<file path="src/inc/esv_pkg.sv">
// Shared constants and types for the exception status and vectoring unit.
// Assumes a 16-bit logical address space and a 24-bit physical table space.
package esv_pkg;
  localparam int          PSW_W          = 16;
  localparam int          OFF_W          = 10;
  localparam int          PHYS_W         = 24;
  localparam int          PSW_SS_BIT     = 8;
  localparam int          PSW_USER_BIT   = 14;
  localparam int          ISR_VEC_A_BIT  = 13;
  localparam int          ISR_VEC_B_BIT  = 14;
  localparam int          ISR_VEC_C_BIT  = 15;
  localparam logic [15:0] PSW_IRQ_MASK   = 16'h007F;
  localparam logic [15:0] PSW_RST        = 16'h0000;
  localparam logic [15:0] PC_NMI         = 16'h0066;
  localparam logic [15:0] PC_MODE1       = 16'h0038;
  localparam logic [9:0]  OFF_NMI        = 10'h004;
  localparam logic [9:0]  OFF_LINE_A     = 10'h008;
  localparam logic [9:0]  OFF_LINE_B     = 10'h00C;
  localparam logic [9:0]  OFF_LINE_C     = 10'h010;
  localparam logic [9:0]  LIST_A         = 10'h070;
  localparam logic [9:0]  LIST_B         = 10'h170;
  localparam logic [9:0]  LIST_C         = 10'h270;
  localparam logic [9:0]  PC_WORD_OFF    = 10'h002;
  localparam logic [15:0] STACK_WORD     = 16'h0002;

  typedef enum logic [2:0] {
    SRC_NMI,
    SRC_LINE_A,
    SRC_LINE_B,
    SRC_LINE_C,
    SRC_ONCHIP,
    SRC_TRAP
  } esv_src_t;

  typedef enum logic [1:0] {
    RET_NMI,
    RET_MASKABLE,
    RET_LONG
  } esv_ret_t;
endpackage

</file>
<file path="src/esv_vec_calc.sv">
// Table offset calculator for the status word and program counter entries.
// Assumes the caller supplies the fixed offset for on-chip sources and traps.
`timescale 1ns/100ps
module esv_vec_calc #(
  parameter int OFF_BITS = 10
) (
  input  esv_pkg::esv_src_t src,
  input  logic [15:0]       isr,
  input  logic [7:0]        vec,
  input  logic [9:0]        fixed_off,
  output logic [9:0]        psw_off,
  output logic [9:0]        pc_off
);
  import esv_pkg::*;

  if (OFF_BITS != OFF_W) begin : g_bad_width
    $error("esv_vec_calc supports only the fixed offset width");
  end

  logic [9:0] vec_even;

  // Odd vectors would land in the middle of a counter word, so the low bit is dropped.
  assign vec_even = {2'b00, vec[7:1], 1'b0};

  always_comb begin
    psw_off = fixed_off;
    pc_off  = fixed_off + PC_WORD_OFF;
    case (src)
      SRC_NMI: begin
        psw_off = OFF_NMI;
        pc_off  = isr[ISR_VEC_A_BIT] ? LIST_A + vec_even : OFF_NMI + PC_WORD_OFF; // RQ10
      end
      SRC_LINE_A: begin
        psw_off = OFF_LINE_A;
        pc_off  = isr[ISR_VEC_A_BIT] ? LIST_A + vec_even : OFF_LINE_A + PC_WORD_OFF; // RQ12
      end
      SRC_LINE_B: begin
        psw_off = OFF_LINE_B;
        pc_off  = isr[ISR_VEC_B_BIT] ? LIST_B + vec_even : OFF_LINE_B + PC_WORD_OFF; // RQ7
      end
      SRC_LINE_C: begin
        psw_off = OFF_LINE_C;
        pc_off  = isr[ISR_VEC_C_BIT] ? LIST_C + vec_even : OFF_LINE_C + PC_WORD_OFF; // RQ9
      end
      default: begin
        psw_off = fixed_off;
        pc_off  = fixed_off + PC_WORD_OFF; // RQ11
      end
    endcase
  end
endmodule // esv_vec_calc

</file>
<file path="src/esv_psw_calc.sv">
// Status word rewrites for non-table interrupt entry and nonmaskable return.
// Assumes the interrupt request enable bits sit in the low seven bits.
`timescale 1ns/100ps
module esv_psw_calc (
  input  logic [15:0] psw,
  input  logic [6:0]  irq_shadow,
  output logic [15:0] forced_psw,
  output logic [15:0] shadow_psw
);
  import esv_pkg::*;

  logic [15:0] clear_mask;

  assign clear_mask = PSW_IRQ_MASK | (16'h0001 << PSW_SS_BIT) | (16'h0001 << PSW_USER_BIT);
  assign forced_psw = psw & ~clear_mask; // RQ1
  assign shadow_psw = (psw & ~PSW_IRQ_MASK) | {9'h000, irq_shadow}; // RQ16
endmodule // esv_psw_calc

</file>
<file path="src/esv_exception_unit.sv">
// Exception entry and return sequencer: loads the new status word and program counter.
// Assumes status saving is done by the core before entry_req, and that memory answers
// every word read with one mem_rvalid pulse.
//
// Contract
// (RQ1) Modes 0-2 external entry forces system mode, single-step off, maskables off.
// (RQ2) Mode 3, on-chip and trap entries fetch the status word from the table.
// (RQ3) In mode 0 the peripheral supplies a call or restart instruction.
// (RQ4) Mode 0 nonmaskable loads program counter 0066 and disables maskables.
// (RQ5) Mode 1 loads 0038 for maskable, 0066 for nonmaskable.
// (RQ6) Mode 2 maskable reads the counter at vector page joined with vector.
// (RQ7) Mode 3 lines are vectored or fixed per interrupt status bits.
// (RQ8) A table entry is the status word, then the program counter.
// (RQ9) Vectored entries index up to 128 counters by even vector.
// (RQ10) Nonmaskable shares the line A vector list.
// (RQ11) Counter/timer 0 takes status at 14 and counter at 16, identifier 14.
// (RQ12) Line A takes status at 08, counter at 0A or 70 plus vector.
// (RQ13) The loaded counter is a logical address for the first fetch.
// (RQ14) After modes 0-2 maskables stay off until an allowed instruction changes them.
// (RQ15) All three return instructions are privileged.
// (RQ16) Nonmaskable return pops the counter and restores enables from the shadow.
// (RQ17) Maskable return pops the counter and fetches its opcode uncached.
// (RQ18) Long return pops status word and counter, no special bus activity.
// (RQ19) Mode 3 and trap routines drop trap data before the long return.
// (RQ20) Peripherals return even vectors for vectored acknowledges.
// (RQ21) The table base is the 12-bit pointer on a 4K boundary.
// (RQ22) All table reads finish before the first service routine fetch.
//
// Decided for this implementation: the address-and-strobe port and the placing of the registers.
`timescale 1ns/100ps
module esv_exception_unit (
  input  logic              clk,
  input  logic              rst,
  input  logic              entry_req,
  input  esv_pkg::esv_src_t entry_src,
  input  logic [1:0]        int_mode,
  input  logic [15:0]       ack_data,
  input  logic [9:0]        fixed_off,
  input  logic [15:0]       isr,
  input  logic [7:0]        vec_page,
  input  logic [11:0]       tbl_ptr,
  input  logic              ret_req,
  input  esv_pkg::esv_ret_t ret_kind,
  input  logic [15:0]       sp,
  input  logic              psw_wr,
  input  logic [15:0]       psw_wdata,
  input  logic [6:0]        irq_shadow,
  input  logic [15:0]       mem_rdata,
  input  logic              mem_rvalid,
  output logic              mem_rd,
  output logic [23:0]       mem_addr,
  output logic              mem_logical,
  output logic [15:0]       psw,
  output logic [15:0]       pc,
  output logic              pc_load,
  output logic [15:0]       reason,
  output logic              fetch_go,
  output logic              fetch_uncached,
  output logic              m0_inject,
  output logic              priv_fault,
  output logic [1:0]        pop_words,
  output logic              busy
);
  import esv_pkg::*;

  typedef enum logic [2:0] {
    S_IDLE,
    S_TBL_PSW,
    S_TBL_PC,
    S_M2_PC,
    S_POP_FIRST,
    S_POP_SECOND
  } esv_state_t;

  esv_state_t  state;
  esv_ret_t    ret_cur;
  logic [9:0]  psw_off;
  logic [9:0]  pc_off;
  logic [9:0]  pc_off_hold;
  logic [15:0] sp_cur;
  logic [15:0] forced_psw;
  logic [15:0] shadow_psw;
  logic        is_ext;
  logic        is_nmi;
  logic        idle_entry;
  logic        idle_ret;
  logic        user_mode;

  esv_vec_calc #(
    .OFF_BITS (OFF_W)
  ) u_vec (
    .src       (entry_src),
    .isr       (isr),
    .vec       (ack_data[7:0]),
    .fixed_off (fixed_off),
    .psw_off   (psw_off),
    .pc_off    (pc_off)
  );

  esv_psw_calc u_psw (
    .psw        (psw),
    .irq_shadow (irq_shadow),
    .forced_psw (forced_psw),
    .shadow_psw (shadow_psw)
  );

  assign is_ext     = (entry_src == SRC_NMI) || (entry_src == SRC_LINE_A) ||
                      (entry_src == SRC_LINE_B) || (entry_src == SRC_LINE_C);
  assign is_nmi     = (entry_src == SRC_NMI);
  assign idle_entry = (state == S_IDLE) && entry_req;
  assign idle_ret   = (state == S_IDLE) && !entry_req && ret_req;
  assign user_mode  = psw[PSW_USER_BIT];

  // Sequencer and memory read port; a read stays up until its word arrives.
  always_ff @(posedge clk) begin
    if (rst) begin
      state       <= S_IDLE;
      ret_cur     <= RET_NMI;
      pc_off_hold <= 10'h000;
      sp_cur      <= 16'h0000;
      mem_rd      <= 1'b0;
      mem_addr    <= 24'h000000;
      mem_logical <= 1'b0;
      busy        <= 1'b0;
    end else begin
      case (state)
        S_IDLE: begin
          if (entry_req) begin
            if (is_ext && int_mode == 2'd2 && !is_nmi) begin
              state       <= S_M2_PC;
              mem_rd      <= 1'b1;
              mem_addr    <= {8'h00, vec_page, ack_data[7:0]}; // RQ6
              mem_logical <= 1'b1;
              busy        <= 1'b1;
            end else if (!is_ext || int_mode == 2'd3) begin
              state       <= S_TBL_PSW; // RQ2
              pc_off_hold <= pc_off;
              mem_rd      <= 1'b1;
              mem_addr    <= {tbl_ptr, 2'b00, psw_off}; // RQ21
              mem_logical <= 1'b0;
              busy        <= 1'b1;
            end
          end else if (ret_req && !user_mode) begin
            state       <= S_POP_FIRST;
            ret_cur     <= ret_kind;
            sp_cur      <= sp;
            mem_rd      <= 1'b1;
            mem_addr    <= {8'h00, sp};
            mem_logical <= 1'b1;
            busy        <= 1'b1;
          end
        end
        S_TBL_PSW: begin
          if (mem_rvalid) begin
            state    <= S_TBL_PC; // RQ8
            mem_addr <= {tbl_ptr, 2'b00, pc_off_hold};
          end
        end
        S_POP_FIRST: begin
          if (mem_rvalid) begin
            if (ret_cur == RET_LONG) begin
              state    <= S_POP_SECOND; // RQ18
              mem_addr <= {8'h00, sp_cur + STACK_WORD};
            end else begin
              state  <= S_IDLE;
              mem_rd <= 1'b0;
              busy   <= 1'b0;
            end
          end
        end
        default: begin
          if (mem_rvalid) begin
            state  <= S_IDLE;
            mem_rd <= 1'b0;
            busy   <= 1'b0;
          end
        end
      endcase
    end
  end

  // Status word owner; only these paths may change it, so maskables stay off otherwise.
  always_ff @(posedge clk) begin
    if (rst) begin
      psw <= PSW_RST;
    end else if (idle_entry && is_ext && int_mode != 2'd3) begin
      psw <= forced_psw; // RQ1
    end else if (state == S_TBL_PSW && mem_rvalid) begin
      psw <= mem_rdata; // RQ2
    end else if (state == S_POP_FIRST && mem_rvalid && ret_cur == RET_LONG) begin
      psw <= mem_rdata; // RQ18
    end else if (state == S_POP_FIRST && mem_rvalid && ret_cur == RET_NMI) begin
      psw <= shadow_psw; // RQ16
    end else if (state == S_IDLE && psw_wr) begin
      psw <= psw_wdata; // RQ14
    end
  end

  // Program counter, identifier word and one-cycle completion pulses.
  always_ff @(posedge clk) begin
    if (rst) begin
      pc             <= 16'h0000;
      pc_load        <= 1'b0;
      reason         <= 16'h0000;
      fetch_go       <= 1'b0;
      fetch_uncached <= 1'b0;
      m0_inject      <= 1'b0;
      priv_fault     <= 1'b0;
      pop_words      <= 2'd0;
    end else begin
      pc_load        <= 1'b0;
      fetch_go       <= 1'b0;
      fetch_uncached <= 1'b0;
      m0_inject      <= 1'b0;
      priv_fault     <= idle_ret && user_mode; // RQ15
      pop_words      <= 2'd0;
      if (idle_entry) begin
        reason <= is_ext ? ack_data : {6'h00, fixed_off}; // RQ11
        if (is_ext && int_mode != 2'd3 && is_nmi) begin
          pc       <= PC_NMI; // RQ4
          pc_load  <= 1'b1;
          fetch_go <= 1'b1;
        end else if (is_ext && int_mode == 2'd1) begin
          pc       <= PC_MODE1; // RQ5
          pc_load  <= 1'b1;
          fetch_go <= 1'b1;
        end else if (is_ext && int_mode == 2'd0) begin
          m0_inject <= 1'b1; // RQ3
        end
      end else if (mem_rvalid && (state == S_TBL_PC || state == S_M2_PC)) begin
        pc       <= mem_rdata; // RQ13
        pc_load  <= 1'b1;
        fetch_go <= 1'b1; // RQ22
      end else if (mem_rvalid && state == S_POP_FIRST && ret_cur != RET_LONG) begin
        pc             <= mem_rdata;
        pc_load        <= 1'b1;
        fetch_go       <= 1'b1;
        fetch_uncached <= (ret_cur == RET_MASKABLE); // RQ17
        pop_words      <= 2'd1;
      end else if (mem_rvalid && state == S_POP_SECOND) begin
        pc        <= mem_rdata;
        pc_load   <= 1'b1;
        fetch_go  <= 1'b1;
        pop_words <= 2'd2;
      end
    end
  end
endmodule // esv_exception_unit

</file>
<file path="config.mk">
export PLATFORM = sky130hd
export DESIGN_NAME = esv_exception_unit
export DESIGN_NICKNAME = d
export VERILOG_FILES = /design/src/inc/esv_pkg.sv /design/src/esv_vec_calc.sv /design/src/esv_psw_calc.sv /design/src/esv_exception_unit.sv
export SDC_FILE = /design/constraint.sdc
export NUM_CORES = 1
export LEC_CHECK = 0
export BUFFER_PORTS_ARGS = -buffer_cell sky130_fd_sc_hd__buf_2
export CORE_UTILIZATION = 50
export DETAILED_ROUTE_END_ITERATION = 6
export HOLD_SLACK_MARGIN = 0.02
export PLACE_DENSITY = 0.89
export SYNTH_ARGS = -nofsm -noshare
export SYNTH_HDL_FRONTEND = slang
export SYNTH_SLANG_ARGS = --single-unit
</file>
<file path="constraint.sdc">
create_clock -name clk -period 2.38 [get_ports clk]
set_input_delay 0 -clock clk [delete_from_list [all_inputs] [get_ports clk]]
set_output_delay 0 -clock clk [all_outputs]
set_load 0.03 [all_outputs]
</file>
Yosys cells after proc, flatten, opt, wreduce, memory -nomap -nowiden
Cells that the tools add are included.
{"block": "totals", "regBits": 111, "output_inout_bits": 82, "wordCells": 158}
{"block": "classes", "n_addsub": 5, "eq_ne": 23, "mux": 54, "n_bitwise": 7, "n_reduce_logical": 52}
{"operator": "$mux W16", "count": 11}
{"operator": "$mux W24", "count": 7}
{"operator": "$pmux W10 S4", "count": 2}
{"operator": "$pmux W24 S3", "count": 1}
{"operator": "$mux W10", "count": 4}
{"operator": "$mux W3", "count": 8}
{"operator": "$logic_and A1 B1 Y1", "count": 21}
{"operator": "$mux W1", "count": 18}
{"operator": "$add A16 B2 Y16 const B", "count": 1}
{"operator": "$or A16 B7 Y16", "count": 1}
{"operator": "$eq A3 B2 Y1 const B", "count": 4}
{"operator": "$ne A2 B2 Y1 const B", "count": 6}
{"operator": "$reduce_and A6 Y1", "count": 2}
{"operator": "$reduce_or A4 Y1", "count": 3}
{"operator": "$add A10 B2 Y10 const B", "count": 1}
{"operator": "$add A10 B8 Y10 const A", "count": 1}
{"operator": "$add A9 B8 Y10 const A", "count": 1}
{"operator": "$add A7 B8 Y9 const A", "count": 1}
{"operator": "$pmux W3 S3", "count": 1}
{"operator": "$reduce_bool A4 Y1", "count": 2}
{"operator": "$eq A2 B2 Y1 const B", "count": 3}
{"operator": "$eq A3 B1 Y1 const B", "count": 2}
{"operator": "$eq A3 B3 Y1 const B", "count": 2}
{"operator": "$logic_not A3 Y1", "count": 2}
{"operator": "18 further kinds", "count": 36}

Longest topological paths before layout
{"block": "logic_depth", "depth_word": 10, "depth_mapped": 9, "depth_no_buf": 7}

Modules after synthesis
A second synthesis with hierarchy kept.
{"block": "unflattened", "cells_unflattened": 795, "area_unflattened_um2": 6386.1}
{"mod": "esv_exception_unit", "n_inst": 1, "cells_each": 681, "area_each_um2": 5627.9, "seq_area_each_um2": 2222.1}
{"mod": "esv_vec_calc", "n_inst": 1, "cells_each": 81, "area_each_um2": 514.2, "seq_area_each_um2": 0.0}
{"mod": "esv_psw_calc", "n_inst": 1, "cells_each": 33, "area_each_um2": 244.0, "seq_area_each_um2": 0.0}

Worst setup path before layout
OpenSTA, ideal clock, no wires.
{"block": "synth_timing", "path_kind": "register -> register", "start": "register state[1]", "end": "register psw[4]", "t_arrival_ns": 1.812, "required_ns": 2.309, "path_slack_ns": 0.497, "stages_incl_launch_ff": 8, "path_cell_list": "dfxtp_1 buf_6 nand2b_1 or4_1 buf_2 mux2i_1 a211o_1 a21oi_1"}
{"block": "synth_between", "elab_chain_len": 6, "word_cells_on_any_way": 16, "cone_classes": "2 x eq/ne; 3 x mux; 11 x reduce/logical"}
{"element": "start: declaration", "line": "esv_exception_unit.sv:75", "rtl": "esv_state_t state;"}
{"element": "start signal: assignment", "line": "esv_exception_unit.sv:117", "rtl": "state <= S_IDLE;"}
{"element": "start signal: assignment", "line": "esv_exception_unit.sv:130", "rtl": "state <= S_M2_PC;"}
{"element": "start signal: assignment", "line": "esv_exception_unit.sv:136", "rtl": "state <= S_TBL_PSW;"}
{"element": "$eq A3 B3 Y1", "line": "esv_exception_unit.sv:190, esv_exception_unit.sv:192"}
{"element": "$logic_and A1 B1 Y1", "line": "esv_exception_unit.sv:190, esv_exception_unit.sv:192"}
{"element": "$logic_and A1 B1 Y1", "line": "esv_exception_unit.sv:192", "rtl": "end else if (state == S_POP_FIRST && mem_rvalid && ret_cur == RET_NMI) begin"}
{"element": "$mux W16", "line": "esv_exception_unit.sv:192"}
{"element": "$mux W16", "line": "esv_exception_unit.sv:190", "rtl": "end else if (state == S_POP_FIRST && mem_rvalid && ret_cur == RET_LONG) begin"}
{"element": "$mux W16", "line": "esv_exception_unit.sv:188", "rtl": "end else if (state == S_TBL_PSW && mem_rvalid) begin"}
{"element": "end signal: assignment", "line": "esv_exception_unit.sv:189", "rtl": "psw <= mem_rdata;"}
{"element": "end signal: assignment", "line": "esv_exception_unit.sv:191", "rtl": "psw <= mem_rdata;"}
{"element": "end signal: assignment", "line": "esv_exception_unit.sv:193", "rtl": "psw <= shadow_psw;"}
{"element": "end: declaration", "line": "esv_exception_unit.sv:53", "rtl": "output logic [15:0] psw,"}
Several ways; a longest one is shown, not always the timed one.
A chain may end at the register's enable or synchronous reset.

Worst setup path after layout
{"block": "layout_timing", "start": "register state[2]", "end": "register reason[2]"}
{"block": "layout_between", "elab_chain_len": 2}
{"element": "$logic_not A3 Y1", "line": "esv_exception_unit.sv:110", "rtl": "assign idle_entry = (state == S_IDLE) && entry_req;"}
{"element": "$logic_and A1 B1 Y1", "line": "esv_exception_unit.sv:110"}
{"element": "end signal: assignment", "line": "esv_exception_unit.sv:218", "rtl": "reason <= is_ext ? ack_data : {6'h00, fixed_off};"}
{"element": "end: declaration", "line": "esv_exception_unit.sv:56", "rtl": "output logic [15:0] reason,"}
Every way passes these cells.

==> impl_metrics.json <==
{
  "status": "completed",
  "synth_nets": 843,
  "synthArstFlopShare_pct": 0,
  "syn_inst": 710,
  "dr.pass1.iters": 5,
  "clockBufferDepth": 2,
  "avgViaCountPerCell": 5.75,
  "cts_inserted_buffers": 9,
  "power.total_mw": 7.82,
  "critPathArrivalTime_ps": 2480,
  "max_stage_delay_ps": 580,
  "clk_latency_ps": 340,
  "h-tree-depth": 3,
  "cp_cell_sequence": "buf_4, nor4b_4, buf_4, nor2_1, a311oi_1, dlygate4sd3_1",
  "die_area_um2": 11900,
  "worstMarginPinSlew_ps": 782,
  "crit_top_cell": "buf_4",
  "start_kind": "flip-flop",
  "p_clk_share_pct": 18.9,
  "cp_max_fo": 34,
  "final_util_pct": 70.3,
  "max-slew-margin-rel_pct": 47.9,
  "yosysTopAreaCell": "dfxtp_1",
  "cts_root_buf": "clkbuf_16",
  "rsz0062_at_grt": "no",
  "fmax_mhz": 456,
  "crit_required_ps": 2660,
  "hpwl_mm": 12.3,
  "report.final.setup_viol": 0,
  "chipWidth_um": 109,
  "ant_nets": 0,
  "synth.area.top_cells": "dfxtp_1 (39%), nand2_1 (7.3%), a21oi_1 (5.9%), nor2_1 (4.0%), o21ai_0 (2.5%)",
  "seqPwrFrac_pct": 33.7,
  "cts_tree": "done",
  "switchingPower_mw": 3.48,
  "drt_iter0_markers": 577,
  "n_fill_cell": 872,
  "synth_common_cells": "dfxtp_1 (111), nand2_1 (111), a21oi_1 (67), nor2_1 (61), o21ai_0 (29)",
  "yosysWarnings": 0,
  "ir_drop_v": 0.000583,
  "clkSlewWorstSetupHoldPaths_ps": 70,
  "antenna_found_initial": 0,
  "fin_nets": 1086,
  "r2r_slack_ps": 190,
  "core_area_um2": 11000,
  "min_period_ps": 2190,
  "setup_tns_ps": 0,
  "wire_per_inst_um": 16.7,
  "grt_pass1_vias": 5961,
  "vias": 6312,
  "finalWirelength_mm": 18.3,
  "die_y_um": 109,
  "ys_ff_latch": 111,
  "finalInstanceArea_um2": 7720,
  "synth.yosys.seq_area_share_pct": 38.8,
  "syn_avg_cell_area_um2": 8.07,
  "hold_path.class": "in -> reg",
  "cts.sinks": 111,
  "synth_edf_count": 0,
  "grt_first_pass_wirelength_mm": 28.8,
  "p_int_mw": 4.34,
  "io_buffers": 198,
  "synth_top_area_share_pct": 38.8,
  "slew_viol_final": 0,
  "track_usage_pct": 30.7,
  "hold_viol_final": 0,
  "ys_types": 69,
  "boundaryPins": 212,
  "drive_gt1_share_pct": 25.9,
  "skew_ps": 12.1,
  "grt_max_degree": 51,
  "hold_slack_ps": 33.3,
  "worstSetupEndpointType": "flip-flop",
  "rows": 38,
  "power_density_nw_per_um2": 1010,
  "ys.flop_type": "dfxtp_1",
  "critPathTopFamily": "buffers and inverters",
  "syn_area_um2": 5730,
  "p_leak_nw": 3.38,
  "cap_viol_max_count": 0,
  "switching_share_pct": 44.5,
  "cp_slowest_cell": "dlygate4sd3_1",
  "combPwrFrac_pct": 47.4,
  "cts_setup_buffers": 0,
  "placed_area_um2": 6770,
  "initial_core_util_pct": 52.2,
  "n_antenna_cell": 0,
  "grt_overflow": 0,
  "period_share_pct": 92.2,
  "crit_buf_inv": 3,
  "syn_to_final_growth_pct": 34.7,
  "path_class": "reg -> reg",
  "drcViolationCount": 0,
  "place_congestion": 0.893
}
[routing by layer]
metal / vias to the layer above / wire, µm / global-route usage [%]
li1: 3052 / - / -
met1: 2899 / 7810 / 41.2
met2: 327 / 8640 / 50.0
met3: 34 / 1520 / 4.66
met4: 0 / 374 / 10.3
met5: - / 0 / 0
[stage by stage]
step | std cells | worst slack, ps
2_1_floorplan | 710 | 497
4_1_cts | 1098 | 207
3_5_place_dp | 1016 | 302
6_report | 1098 | 186
5_1_grt | 1098 | 3.41
3_3_place_gp | 1016 | 325
[tightest hold or removal path, delay by kind of cell]
kind | cells | cell delay [ps]
buf+inv | 1 | 100
compound gates | 2 | 220
[cells by family after synthesis]
kind of cell | count (synthesis) | synth area share [%]
xor gates and xnor gates | 22 | 3.36
adders and majority gates | 3 | 0.655
muxes | 14 | 2.44
AOI/OAI and AO/OA | 221 | 26.0
and+or+nand+nor | 273 | 22.9
DFF | 111 | 38.8
buffers and inverters | 66 | 5.85
[power by group through the flow]
stage	Clock (mW)	Combinational, mW	Sequential, mW
2_1_floorplan	0	2.03	3.30
3_3_place_gp	0	3.48	2.63
3_5_place_dp	0	3.52	2.65
4_1_cts	1.49	3.62	2.61
5_1_grt	1.57	4.01	2.68
6_report	1.48	3.71	2.63
[repair_timing]
item,4_1_cts,5_1_grt
hold buffers,66,0
resized for setup,0,0
hold endpoints to repair,66,0
[worst paths after layout]
check / start / to / depth (start not counted)
setup / recovery: state[2] / reason[2] / 6
setup reg to reg: state[2] / reason[2] / 6
hold / removal: ack_data[8] / reason[8] / 3
hold reg to reg: psw[3] / psw[3] / 2
[area by class of cell]
type | count | area [µm²] | area share (%)
clock inverters | 6 | 53.8 | 0.697
repair buffers | 285 | 1810 | 23.4
flip-flops and latches | 111 | 2220 | 28.8
multi-input cells | 533 | 3170 | 41.1
clock buffers | 10 | 239 | 3.09
well taps | 140 | 175 | 2.27
inverters | 13 | 48.8 | 0.632
[flip-flops by register name (all words and copies together), names as in the netlist]
| name | cells |
|---|---|
| mem_addr | 24 |
| pop_words | 2 |
| busy | 1 |
| state | 3 |
| ret_cur | 2 |
| fetch_go | 1 |
| pc_off_hold | 10 |
| fetch_uncached | 1 |
| psw | 16 |
| priv_fault | 1 |
| m0_inject | 1 |
| reason | 16 |
| sp_cur | 16 |
| pc | 16 |
| mem_logical | 1 |
[cells in the final DEF (no fill, tap or decap), types with 14 or more instances in the layout]
| cell type | synthesis | layout |
|---|---|---|
| a211oi_1 | 17 | 17 |
| a21oi_1 | 67 | 67 |
| a22oi_1 | 19 | 19 |
| buf_2 | 19 | 198 |
| buf_4 | 5 | 21 |
| dfxtp_1 | 111 | 111 |
| dlygate4sd3_1 | 0 | 66 |
| mux2i_1 | 14 | 14 |
| nand2_1 | 111 | 111 |
| nand2b_1 | 17 | 17 |
| nand3_1 | 26 | 26 |
| nor2_1 | 61 | 61 |
| o21ai_0 | 29 | 29 |
Note: power is estimated with default switching activity, not from simulation.
